File: src/shared/sirq_params.svh
// Constants for the serial interrupt flag and channel start block.
// Assumes it is included by the package and by the verification files by bare name.
`ifndef SIRQ_PARAMS_SVH
`define SIRQ_PARAMS_SVH

// Register byte offsets on the plain register port.
`define SIRQ_OFF_REQ 8'h00
`define SIRQ_OFF_MASK 8'h04
`define SIRQ_OFF_START 8'h08
`define SIRQ_OFF_STATUS 8'h0C
`define SIRQ_OFF_STOP 8'h10
`define SIRQ_OFF_RXEN 8'h14

// Field positions inside the request and mask registers.
`define SIRQ_BIT_ERR 7
`define SIRQ_BIT_RX 6
`define SIRQ_BIT_TX 5

// Field positions inside the status register.
`define SIRQ_STAT_EN_LSB 0
`define SIRQ_STAT_SETTLED_LSB 4

// Reset values.
`define SIRQ_MASK_RST 3'h7
`define SIRQ_FLAG_RST 3'h0
`define SIRQ_CHAN_RST 4'h0

// Cycles of the system clock that reception needs after its enable is set.
`define SIRQ_RX_SETTLE_CYC 3'h4

`endif

File: src/shared/sirq_pkg.sv
// Types shared by the serial interrupt flag block.
// Assumes sirq_params.svh is on the include path.
`include "sirq_params.svh"

package sirq_pkg;

    // One bit per interrupt source: [2] error, [1] receive done, [0] transmit done.
    typedef logic [2:0] sirq_src_t;

    // One bit per serial channel.
    typedef logic [3:0] sirq_chan_t;

    // Register selected by an address.
    typedef enum logic [2:0] {
        SIRQ_SEL_NONE = 3'b000,
        SIRQ_SEL_REQ = 3'b001,
        SIRQ_SEL_MASK = 3'b010,
        SIRQ_SEL_START = 3'b011,
        SIRQ_SEL_STATUS = 3'b100,
        SIRQ_SEL_STOP = 3'b101,
        SIRQ_SEL_RXEN = 3'b110
    } sirq_sel_t;

    // Address decode, shared by the read and the write path.
    function automatic sirq_sel_t sirq_decode(input logic [7:0] addr);
        sirq_sel_t sel;
        sel = SIRQ_SEL_NONE;
        if (addr == `SIRQ_OFF_REQ) sel = SIRQ_SEL_REQ;
        if (addr == `SIRQ_OFF_MASK) sel = SIRQ_SEL_MASK;
        if (addr == `SIRQ_OFF_START) sel = SIRQ_SEL_START;
        if (addr == `SIRQ_OFF_STATUS) sel = SIRQ_SEL_STATUS;
        if (addr == `SIRQ_OFF_STOP) sel = SIRQ_SEL_STOP;
        if (addr == `SIRQ_OFF_RXEN) sel = SIRQ_SEL_RXEN;
        return sel;
    endfunction : sirq_decode

    // Packs the three source bits into their 8-bit register positions.
    function automatic logic [7:0] sirq_pack(input sirq_src_t src);
        logic [7:0] v;
        v = 8'h00;
        v[`SIRQ_BIT_ERR] = src[2];
        v[`SIRQ_BIT_RX] = src[1];
        v[`SIRQ_BIT_TX] = src[0];
        return v;
    endfunction : sirq_pack

    // Pulls the three source bits out of an 8-bit register value.
    function automatic sirq_src_t sirq_unpack(input logic [7:0] v);
        return {v[`SIRQ_BIT_ERR], v[`SIRQ_BIT_RX], v[`SIRQ_BIT_TX]};
    endfunction : sirq_unpack

endpackage : sirq_pkg

File: src/shared/sirq_flag_if.sv
// Interface between the register front end and the request flag bank.
// Assumes one clock and one synchronised reset shared by both ends.
`timescale 1ns/1ns
`default_nettype none

interface sirq_flag_if;
    import sirq_pkg::*;

    sirq_src_t evt;       // Event pulses from the serial channels.
    logic wr_flag;        // Write strobe for the request flags.
    logic wr_mask;        // Write strobe for the mask bits.
    sirq_src_t wdata;     // Written source bits.
    sirq_src_t flags;     // Current request flags.
    sirq_src_t mask;      // Current mask bits.
    sirq_src_t pending;   // Flags that are not masked.

    modport front (output evt, output wr_flag, output wr_mask, output wdata,
                   input flags, input mask, input pending);
    modport bank (input evt, input wr_flag, input wr_mask, input wdata,
                  output flags, output mask, output pending);
endinterface : sirq_flag_if

`default_nettype wire

File: src/rtl/sirq_flags.sv
// Request flag and mask bank for the three serial interrupt sources.
// Assumes writes and events arrive on the same clock as the bank.
`timescale 1ns/1ns
`default_nettype none

module sirq_flags
    import sirq_pkg::*;
(
    input wire logic clk_i,
    input wire logic rst_n_i,
    sirq_flag_if.bank fl
);

    sirq_src_t flag_q;  // Sticky request flags.
    sirq_src_t flag_d;  // Next request flags.
    sirq_src_t mask_q;  // Mask bits, one disables a source.
    sirq_src_t mask_d;  // Next mask bits.

    ////////////////////////////////////////////////////////////////////////
    // Next state. A written zero clears a flag, a written one leaves it.
    // The event term is ORed in last so that a set in the clearing cycle
    // is never lost.
    always_comb begin
        flag_d = flag_q;
        if (fl.wr_flag) begin
            flag_d = flag_q & fl.wdata;  // [RQ8]
        end
        flag_d = flag_d | fl.evt;  // [RQ1]
        mask_d = mask_q;
        if (fl.wr_mask) begin
            mask_d = fl.wdata;  // [RQ2]
        end
    end

    // Registers only.
    always_ff @(posedge clk_i or negedge rst_n_i) begin
        if (!rst_n_i) begin
            flag_q <= `SIRQ_FLAG_RST;
            mask_q <= `SIRQ_MASK_RST;
        end else begin
            flag_q <= flag_d;
            mask_q <= mask_d;
        end
    end

    assign fl.flags = flag_q;
    assign fl.mask = mask_q;
    // A masked flag still stays set in the flag register but is left out of pending; it only stops
    // reaching the per-source and summary interrupt lines.
    assign fl.pending = flag_q & ~mask_q;  // [RQ2]

endmodule : sirq_flags

`default_nettype wire

File: src/rtl/sirq_top.sv
// Serial interrupt request flags, masks and channel start trigger.
// Assumes a processor on the plain register port and UART channels on the
// same clock that deliver one-cycle event pulses.
//
// Notes on behaviour
// RQ1: Error, receive, transmit flags at bits 7,6,5.
// RQ2: Mask bit one disables its request, zero enables.
// RQ3: Software clears flags before unmasking and starting.
// RQ4: Start bit one sets enable, enters wait state.
// RQ5: Start bit zero leaves that channel untouched.
// RQ6: Four start bits at 3..0, upper bits zero.
// RQ7: Software waits four cycles after receive enable.
// RQ8: Set flag stays until software writes zero.
//
// Our own choices: the register addresses and strobed register access.
`timescale 1ns/1ns
`default_nettype none

module sirq_top
    import sirq_pkg::*;
(
    input wire logic clk_i,
    input wire logic nrst_i,
    input wire logic [7:0] addr_i,
    input wire logic [31:0] wdata_i,
    input wire logic wr_i,
    input wire logic rd_i,
    output logic [31:0] rdata_o,
    input wire logic rx_error_evt_i,
    input wire logic rx_done_evt_i,
    input wire logic tx_done_evt_i,
    output logic irq_o,
    output logic rx_error_interrupt_o,
    output logic rx_done_interrupt_o,
    output logic tx_done_interrupt_o,
    output logic [3:0] chan_enabled_status_o,
    output logic [3:0] chan_start_pulse_o,
    output logic [3:0] receive_enable_bit_o
);

    ////////////////////////////////////////////////////////////////////////
    // Reset release. The assertion is asynchronous, the release passes two
    // flip-flops so that no register sees it near a clock edge.
    // A reset pulse shorter than a clock period still clears every register.

    logic rst_meta_q;  // First stage, read only by the second.
    logic rst_n_q;     // Synchronised active-low reset used below.

    always_ff @(posedge clk_i or negedge nrst_i) begin
        if (!nrst_i) begin
            rst_meta_q <= 1'b0;
            rst_n_q <= 1'b0;
        end else begin
            rst_meta_q <= 1'b1;
            rst_n_q <= rst_meta_q;
        end
    end

    ////////////////////////////////////////////////////////////////////////
    // Address decode and the flag bank.

    sirq_sel_t wsel;  // Register hit by a write.
    sirq_sel_t rsel;  // Register hit by a read.
    sirq_flag_if fl ();

    // A write selects a register only while its strobe is high; the read
    // select is gated later, inside the read mux.
    assign wsel = wr_i ? sirq_decode(addr_i) : SIRQ_SEL_NONE;
    assign rsel = sirq_decode(addr_i);

    // Events come from logic on this clock, so no synchroniser is needed.
    assign fl.evt = {rx_error_evt_i, rx_done_evt_i, tx_done_evt_i};  // [RQ1]
    assign fl.wr_flag = (wsel == SIRQ_SEL_REQ);
    assign fl.wr_mask = (wsel == SIRQ_SEL_MASK);
    assign fl.wdata = sirq_unpack(wdata_i[7:0]);

    // The bank holds the sticky request flags and the mask bits.
    sirq_flags u_flags (
        .clk_i (clk_i),
        .rst_n_i (rst_n_q),
        .fl (fl.bank)
    );

    ////////////////////////////////////////////////////////////////////////
    // Channel state: enable status, wait-state entry pulse, receive enable
    // and the settling counters that show when reception may be started.

    sirq_chan_t chan_en_q;       // Channel enabled status.
    sirq_chan_t chan_en_d;
    sirq_chan_t start_pulse_q;   // One-cycle pulse: channel enters wait state.
    sirq_chan_t start_pulse_d;
    sirq_chan_t rx_en_q;         // Receive enable per channel.
    sirq_chan_t rx_en_d;
    logic [2:0] settle_q [4];    // Cycles since receive enable was set.
    logic [2:0] settle_d [4];
    sirq_chan_t settled;         // Settling time has passed.
    sirq_chan_t start_bits;      // Trigger bits of a start write.
    sirq_chan_t stop_bits;       // Stop bits of a stop write.

    // Only the low four data bits are triggers; anything above is ignored.
    assign start_bits = (wsel == SIRQ_SEL_START) ? wdata_i[3:0] : `SIRQ_CHAN_RST;  // [RQ6]
    assign stop_bits = (wsel == SIRQ_SEL_STOP) ? wdata_i[3:0] : `SIRQ_CHAN_RST;

    // Next values for the channel group.
    always_comb begin
        // A zero trigger bit contributes nothing, so the OR leaves the
        // channel exactly as it was.
        chan_en_d = (chan_en_q & ~stop_bits) | start_bits;  // [RQ4] [RQ5]
        start_pulse_d = start_bits;  // [RQ4]
        rx_en_d = rx_en_q;
        if (wsel == SIRQ_SEL_RXEN) begin
            rx_en_d = wdata_i[3:0];
        end
        for (int i = 0; i < 4; i++) begin
            // The counter restarts whenever reception is off and then stops
            // at the settling figure, so it cannot wrap.
            if (!rx_en_q[i]) begin
                settle_d[i] = 3'h0;
            end else if (settle_q[i] < `SIRQ_RX_SETTLE_CYC) begin
                settle_d[i] = settle_q[i] + 3'h1;
            end else begin
                settle_d[i] = settle_q[i];
            end
        end
    end

    // Settling is only reported; a start before it is not refused, since
    // waiting is software's duty and the hardware cannot know the intent.
    always_comb begin
        for (int i = 0; i < 4; i++) begin
            settled[i] = (settle_q[i] >= `SIRQ_RX_SETTLE_CYC);  // [RQ7]
        end
    end

    // Registers only.
    always_ff @(posedge clk_i or negedge rst_n_q) begin
        if (!rst_n_q) begin
            chan_en_q <= `SIRQ_CHAN_RST;
            start_pulse_q <= `SIRQ_CHAN_RST;
            rx_en_q <= `SIRQ_CHAN_RST;
            for (int i = 0; i < 4; i++) begin
                settle_q[i] <= 3'h0;
            end
        end else begin
            chan_en_q <= chan_en_d;
            start_pulse_q <= start_pulse_d;
            rx_en_q <= rx_en_d;
            for (int i = 0; i < 4; i++) begin
                settle_q[i] <= settle_d[i];
            end
        end
    end

    ////////////////////////////////////////////////////////////////////////
    // Read data and interrupt outputs, all registered.

    logic [31:0] rdata_q;  // Read data, valid the cycle after the strobe.
    logic [31:0] rdata_d;
    sirq_src_t irq_src_q;  // Unmasked pending requests per source.
    sirq_src_t irq_src_d;  // Next per-source requests.
    logic irq_q;           // Any unmasked request.
    logic irq_d;           // Next summary request.

    // Read mux; an unmapped address or no strobe reads as zero.
    always_comb begin
        rdata_d = 32'h0000_0000;
        if (rd_i) begin
            unique case (rsel)
                SIRQ_SEL_REQ: begin
                    rdata_d[7:0] = sirq_pack(fl.flags);  // [RQ1]
                end
                SIRQ_SEL_MASK: begin
                    rdata_d[7:0] = sirq_pack(fl.mask);
                end
                SIRQ_SEL_STATUS: begin
                    rdata_d[`SIRQ_STAT_EN_LSB +: 4] = chan_en_q;
                    rdata_d[`SIRQ_STAT_SETTLED_LSB +: 4] = settled;
                end
                SIRQ_SEL_RXEN: begin
                    rdata_d[3:0] = rx_en_q;
                end
                // The start and stop triggers are write-only.
                SIRQ_SEL_START, SIRQ_SEL_STOP, SIRQ_SEL_NONE: begin
                    rdata_d = 32'h0000_0000;  // [RQ6]
                end
            endcase
        end
    end

    // Next interrupt values. A masked flag stays in the bank but is kept
    // off both the per-source lines and the summary line.
    always_comb begin
        irq_src_d = fl.pending;  // [RQ2]
        irq_d = |fl.pending;  // [RQ2]
    end

    // Registers only. The interrupt lags the flag by one cycle, traded for
    // an output straight from a flip-flop.
    always_ff @(posedge clk_i or negedge rst_n_q) begin
        if (!rst_n_q) begin
            rdata_q <= 32'h0000_0000;
            irq_src_q <= `SIRQ_FLAG_RST;
            irq_q <= 1'b0;
        end else begin
            rdata_q <= rdata_d;
            irq_src_q <= irq_src_d;
            irq_q <= irq_d;
        end
    end

    ////////////////////////////////////////////////////////////////////////
    // Outputs, each taken straight from a register so that nothing outside
    // sees a combinational glitch.

    assign rdata_o = rdata_q;
    assign irq_o = irq_q;
    assign rx_error_interrupt_o = irq_src_q[2];
    assign rx_done_interrupt_o = irq_src_q[1];
    assign tx_done_interrupt_o = irq_src_q[0];
    assign chan_enabled_status_o = chan_en_q;
    assign chan_start_pulse_o = start_pulse_q;
    assign receive_enable_bit_o = rx_en_q;

endmodule : sirq_top

`default_nettype wire

File: config.mk
export PLATFORM = sky130hd
export DESIGN_NAME = sirq_top
export DESIGN_NICKNAME = d
export VERILOG_FILES = /design/src/shared/sirq_pkg.sv /design/src/shared/sirq_flag_if.sv /design/src/rtl/sirq_flags.sv /design/src/rtl/sirq_top.sv
export VERILOG_INCLUDE_DIRS = /design/src /design/src/shared
export SDC_FILE = /design/constraint.sdc
export NUM_CORES = 1
export LEC_CHECK = 0
export ABC_CLOCK_PERIOD_IN_PS = 3800
export BUFFER_PORTS_ARGS = -buffer_cell sky130_fd_sc_hd__buf_2
export CELL_PAD_IN_SITES_DETAIL_PLACEMENT = 2
export CELL_PAD_IN_SITES_GLOBAL_PLACEMENT = 2
export CORE_AREA = 2 2 87 89
export CTS_CLUSTER_DIAMETER = 60
export DETAILED_ROUTE_END_ITERATION = 16
export DIE_AREA = 0 0 89 91
export PLACE_DENSITY = 0.88
export SYNTH_ARGS = -nofsm -noshare
export SYNTH_HDL_FRONTEND = slang
export SYNTH_SLANG_ARGS = --single-unit
File: constraint.sdc
create_clock -name clk_i -period 3.8 [get_ports clk_i]
set_input_delay 0.19 -clock clk_i [delete_from_list [all_inputs] [get_ports clk_i]]
set_output_delay 0.19 -clock clk_i [all_outputs]
set_load 0.03 [all_outputs]
==> impl_metrics.toml, run 1 <==
[run_status]
outcome = "completed"

[floorplanning]
std_cell_rows = 31
core_area_mm2 = 0.00714
boundaryPins = 95
start_util_pct = 29.0
dieArea_mm2 = 0.00810
die_h_um = 91
chipWidth_um = 89

[clock_network]
root_buffer = "clkbuf_8"
cts_buffer_depth = 2
tritoncts = "built"
clk_pin_slew_ps = 80
clk_latency_ps = 300
htreeDepth = 2
cts_setup_buffers = 0
clock-sinks = 44
cts_inserted_buffers = 5

[yosys]
synthFlopType = "dfrtp_1"
ys_async_sr_fraction_pct = 100
netlist_instances = 169
syn_area_mm2 = 0.00207
synth_edf_count = 0
ys_types = 33
synth.avg_cell_area_um2 = 12.2
synth_seq_cells = 44
synth-seq-area-share_pct = 53.4
ys_warn_count = 0

[global_routing]
grt_pass1_wl_um = 7870
grt_util_all_layers_pct = 12.7
grt_pass1_vias = 1520
antenna_found_initial = 0
gr-total-overflow = 0
grt_start_max_net_pins = 43

[worst_setup_path]
arrival_ps = 1560
required_ps = 4040
r2r_slack_ps = 2650
criticalPathCategory = "input port to flip-flop"
crit_path_end_kind = "flip-flop"
startpoint_type = "input port"
critical_path.max_fanout = 10

[layout]
layout-drive-gt1-share_pct = 35.2
postLayoutCoreUtil_pct = 33.8
antenna_cells = 0
fin_cells = 318
area_growth_pct = 16.7
fin_nets = 270
final_cell_area_mm2 = 0.00241
fillers = 810

[routing]
via_per_inst = 4.48
antenna_left = 0
via_count = 1425
drt-initial-drc-count = 71
drtPass1Iterations = 4
wl_um = 4920
drc_errors = 0
routedWlPerCell_um = 15.5

[timing]
layout_min_cycle_time_ps = 1320
setup_tns_ps = 0
maxSlewHeadroom_pct = 49.6
max_freq_ghz = 0.760
slew_violations = 0
finClkSkew_ps = 10.9
grt_setup_unrepaired = "false"
setup_viol = 0
worst_pin_slew_ps = 754
finalWorstSetupSlack_ps = 2480
finalCritPeriodShare_pct = 34.6
finalHoldViolCount = 0

[placement]
dpl_cell_area_mm2 = 0.00230
place.gp.congestion = 0.717
placement.setup.worst_slack_ps = 2160
portBuffers = 45
post-dp-hpwl_um = 3660
dp_cells = 309

[power_and_ir_drop]
ir_worst_vdd_mv = 0.142
pwr_density_cell_mw_per_mm2 = 382
power_leakage_nw = 1.14

[min_path]
hp-class = "input port to flip-flop"

[run]
maxCapViolCount = 0
-- Yosys cell counts, drive strengths merged, types with 2 or more instances --
library cell  instances  area (um2)
nor2b                 7        43.8
a22o                  4        40.0
o21a                  4        30.0
nor2                  9        33.8
xnor2                 4        35.0
mux2                 10         113
a32oi                 3        26.3
inv                   2        7.51
nor4b                 3        47.5
dfstp                 3        78.8
a21o                  3        22.5
ha                    5        62.6
nand4b                4        35.0
mux2i                 4        40.0
dfrtp                41        1030
and2                  8        53.8
conb                  2        7.51
nand4                 5        31.3
a21oi                 4        20.0
buf                  27         204
nand3                10        50.1
-- cell usage in the layout, fill, tap and decap left out --
master,n
a21o_1,3
mux2_2,10
and2_1,5
dlygate4sd3_1,1
nor4b_1,1
mux2i_1,4
xnor2_1,4
dfrtp_1,41
a32oi_1,3
and4b_1,1
inv_1,2
and2_2,3
nor4_4,1
nor2b_1,7
nand3_1,10
and3_1,1
ha_1,5
nand4b_1,4
and2b_4,1
conb_1,25
clkbuf_8,7
nor2_1,9
buf_4,1
nor4b_4,1
or3_1,1
a21oi_1,4
dfstp_2,3
nand4_1,5
nand2_1,1
buf_2,45
clkbuf_1,1
nor4b_2,1
o21a_1,4
a22o_2,4
-- final cells by class --
cell class	instances	area, um2	share of cell area [%]
tap	99	124	5.13
sequential	44	1100	45.8
clock buffer	8	100	4.15
multi-input combinational	118	836	34.6
timing repair buffer	47	243	10.1
inverter	2	7.51	0.311
-- what timing repair did --
action | in CTS | in global routing
hold buffers | 1 | 0
endpoints found under the hold margin | 2 | 0
gates resized for setup | 0 | 0
-- routing by layer --
| metal | GRT usage, % | routed length, um | up-vias |
|---|---|---|---|
| li1 | - | - | 641 |
| met1 | 15.5 | 1970 | 729 |
| met2 | 20.8 | 2530 | 49 |
| met3 | 4.45 | 373 | 6 |
| met4 | 3.98 | 55 | 0 |
| met5 | 0 | 0 | - |
-- metrics by stage --
step                power [W]  hold slack [ps]
floorplan            0.000590             -106
global placement     0.000604            -24.6
detailed placement   0.000607            -23.8
CTS                  0.000929             66.8
global route         0.000954             69.0
finish               0.000922             72.7
-- kinds of logic after synthesis --
| logic type | synth area share, % |
|---|---|
| other | 0.363 |
| AO/OA/AOI/OAI | 6.71 |
| flip-flops | 53.4 |
| buffers and inverters | 10.4 |
| AND/OR/NAND/NOR | 17.0 |
| adder cells (fa/ha/maj) | 3.02 |
| XOR/XNOR | 1.69 |
| multiplexers | 7.38 |
-- state kept, by name (all words and copies together), names as in the netlist, 3 cells and up --
name,flops
u_flags.fl.flags,3
rdata_o,8
u_flags.fl.mask,3
settle_q,12
receive_enable_bit_o,4
irq_src_q,3
chan_enabled_status_o,4
chan_start_pulse_o,4
-- critical path, stage by stage --
cell and delay (ps):
buf_2 130, nor4_4 600, and3_1 440, a22o_2 200
-- worst paths after layout --
kind / end / cells past startpoint / from
setup / recovery: chan_enabled_status_o[2] / 4 / addr_i[7]
hold / removal: u_flags.fl.flags[1] / 2 / rx_done_evt_i
setup reg to reg: rdata_o[6] / 3 / settle_q[5]
hold reg to reg: settle_q[6] / 1 / rst_n_q
max in group asynchronous: u_flags.fl.mask[0] / 1 / rst_n_q
min in group asynchronous: rst_meta_q / 2 / nrst_i
-- power by group --
group          leakage [nW]  internal (W)  switching (W)  total [W]
Clock                0.0515      0.000166       0.000158   0.000324
Sequential            0.561      0.000480     0.00000930   0.000489
Combinational         0.526     0.0000285      0.0000809   0.000109
Total                  1.14      0.000674       0.000248   0.000922
Note: power is estimated with default switching activity, not from simulation.
==> run 2: changes to the inputs <==
- ABC_CLOCK_PERIOD_IN_PS: 3800 -> 1400
- CORE_AREA: 2 2 87 89 -> 2 2 89 91
- DIE_AREA: 0 0 89 91 -> 0 0 91 93
- PLACE_DENSITY: 0.88 -> 0.85
- clock period: 3.8 -> 1.4 ns (I/O delays scaled with it)
==> run 2 against run 1 <==
  * Global-route usage up 0.78 points
  * Clock skew is 1.1 ps higher
  * Critical path type unchanged
  * Wire length grew 6.2%
  * Sequential share of layout area decreased by 2.3 points
  * Via count rose by 1.8%
  * Combinational power rose to 3.0 times the previous value
  * Die area up 4.5%
  * Non-clock buffer count rose by 14
  * Largest power group unchanged
  * Critical path depth unchanged
  * Sequential power rose to 2.7 times the previous value
  * Register-to-register slack got worse by 2400 ps
==> impl_metrics.toml, run 2 (synthesis results as in run 1) <==
[run_status]
outcome = "completed"

[timing]
holdWs_ps = 35.2
finalWorstSetupSlack_ps = 251
finClkSkew_ps = 12.0
setup_tns_ps = 0
slew_violations = 0
max_freq_ghz = 0.871
grt_setup_unrepaired = "false"
finalCritPeriodShare_pct = 82.0
finalHoldViolCount = 0
setup_viol = 0
layout_min_cycle_time_ps = 1150

[layout]
largest_reg_flops = 12
layout_common_cells = "buf_2, dfrtp_1, conb_1, buf_4"
area_growth_pct = 22.9
layout-drive-gt1-share_pct = 37.8
final_common_cell = "buf_2"
fin_nets = 284
postLayoutCoreUtil_pct = 33.8
multi_input_area_um2 = 836
seqCellArea_mm2 = 0.00110
antenna_cells = 0
fillers = 870
final_cell_area_mm2 = 0.00254
regMostFlops = "settle_q"

[clock_network]
cts_inserted_buffers = 5
clk_latency_ps = 300
htreeDepth = 2
root_buffer = "clkbuf_8"
clk_pin_slew_ps = 90
post_cts_resized = 0
tritoncts = "built"
cts_buffer_depth = 2
cts_setup_buffers = 0
clock-sinks = 44
ctsHoldBuffers = 4

[global_routing]
grt_pass1_wl_um = 8780
grt_util_all_layers_pct = 13.5
antenna_found_initial = 0
gr-total-overflow = 0
grt_pass1_vias = 1638
grt_start_max_net_pins = 43

[floorplanning]
die_h_um = 93
core_area_mm2 = 0.00753
start_util_pct = 27.5
dieArea_mm2 = 0.00846
std_cell_rows = 32
chipWidth_um = 91
boundaryPins = 95

[routing]
drc_errors = 0
antenna_left = 0
via_count = 1450
wl_um = 5230
routedWlPerCell_um = 15.6
via_per_inst = 4.33
drt-initial-drc-count = 51
drtPass1Iterations = 4

[power_and_ir_drop]
pwr_density_cell_mw_per_mm2 = 992
ir_worst_vdd_mv = 0.317
power_leakage_nw = 1.21

[min_path]
hp-class = "input port to flip-flop"

[worst_setup_path]
criticalPathCategory = "input port to flip-flop"
critical_path.max_fanout = 3
cp_num_buf_inv = 1
crit_path_end_kind = "flip-flop"
cp_slowest_cell = "nor4b_1"
crit_chain = "buf_2 -> nor4b_1 -> and4b_1 -> mux2_2"
path_delay_family = "simple AND/OR/NAND/NOR gates"
arrival_ps = 1370
slowest_delay_ps = 460
required_ps = 1620
startpoint_type = "input port"

[run]
maxCapViolCount = 0

[placement]
portBuffers = 45
placement.setup.worst_slack_ps = -63.5
post-dp-hpwl_um = 3920
dpl_cell_area_mm2 = 0.00240
place.gp.congestion = 0.731
## run 2: final cells by class
class	instances	share of cell area, %
flip-flops and latches	44	43.4
multi-input cells	118	32.9
clock buffers	8	3.94
repair buffers	61	14.5
well taps	102	5.02
inverters	2	0.295
## run 2: metal layers
metal  global-route usage, %  up-vias  wire length [um]
met5                       0        -                 0
met4                    6.06        0               108
met3                    4.03       10               301
met2                    23.5       49              2670
met1                    15.4      728              2140
li1                        -      663                 -
## run 2: power breakdown
group | internal (W) | switching [W]
Clock | 0.000450 | 0.000416
Sequential | 0.00130 | 0.0000263
Combinational | 0.000102 | 0.000227
Total | 0.00185 | 0.000669
## run 2: final timing paths
check | depth (start not counted) | endpoint | start | slack (ps)
worst max register to register | 3 | rdata_o[5] | settle_q[8] | 290
worst min register to register | 1 | settle_q[6] | rst_n_q | 250
max in group asynchronous | 1 | u_flags.fl.mask[2] | rst_n_q | 870
min in group asynchronous | 2 | rst_meta_q | nrst_i | 120
worst min-delay path | 2 | chan_start_pulse_o[3] | wdata_i[3] | 40
worst max-delay path | 4 | u_flags.fl.mask[2] | addr_i[7] | 250
## run 2: per-stage QoR
step / instances / power, W
after global placement: 323 / 0.00166
after CTS: 335 / 0.00257
after detailed placement: 323 / 0.00167
final: 335 / 0.00252
after floorplan: 192 / 0.00160
after global routing: 335 / 0.00264
## run 2: worst register-to-register path, stage by stage, from the launching register on
cell     delay [ps]
dfrtp_1         440
mux2_2          290
a32oi_1         190
nor2_1           80
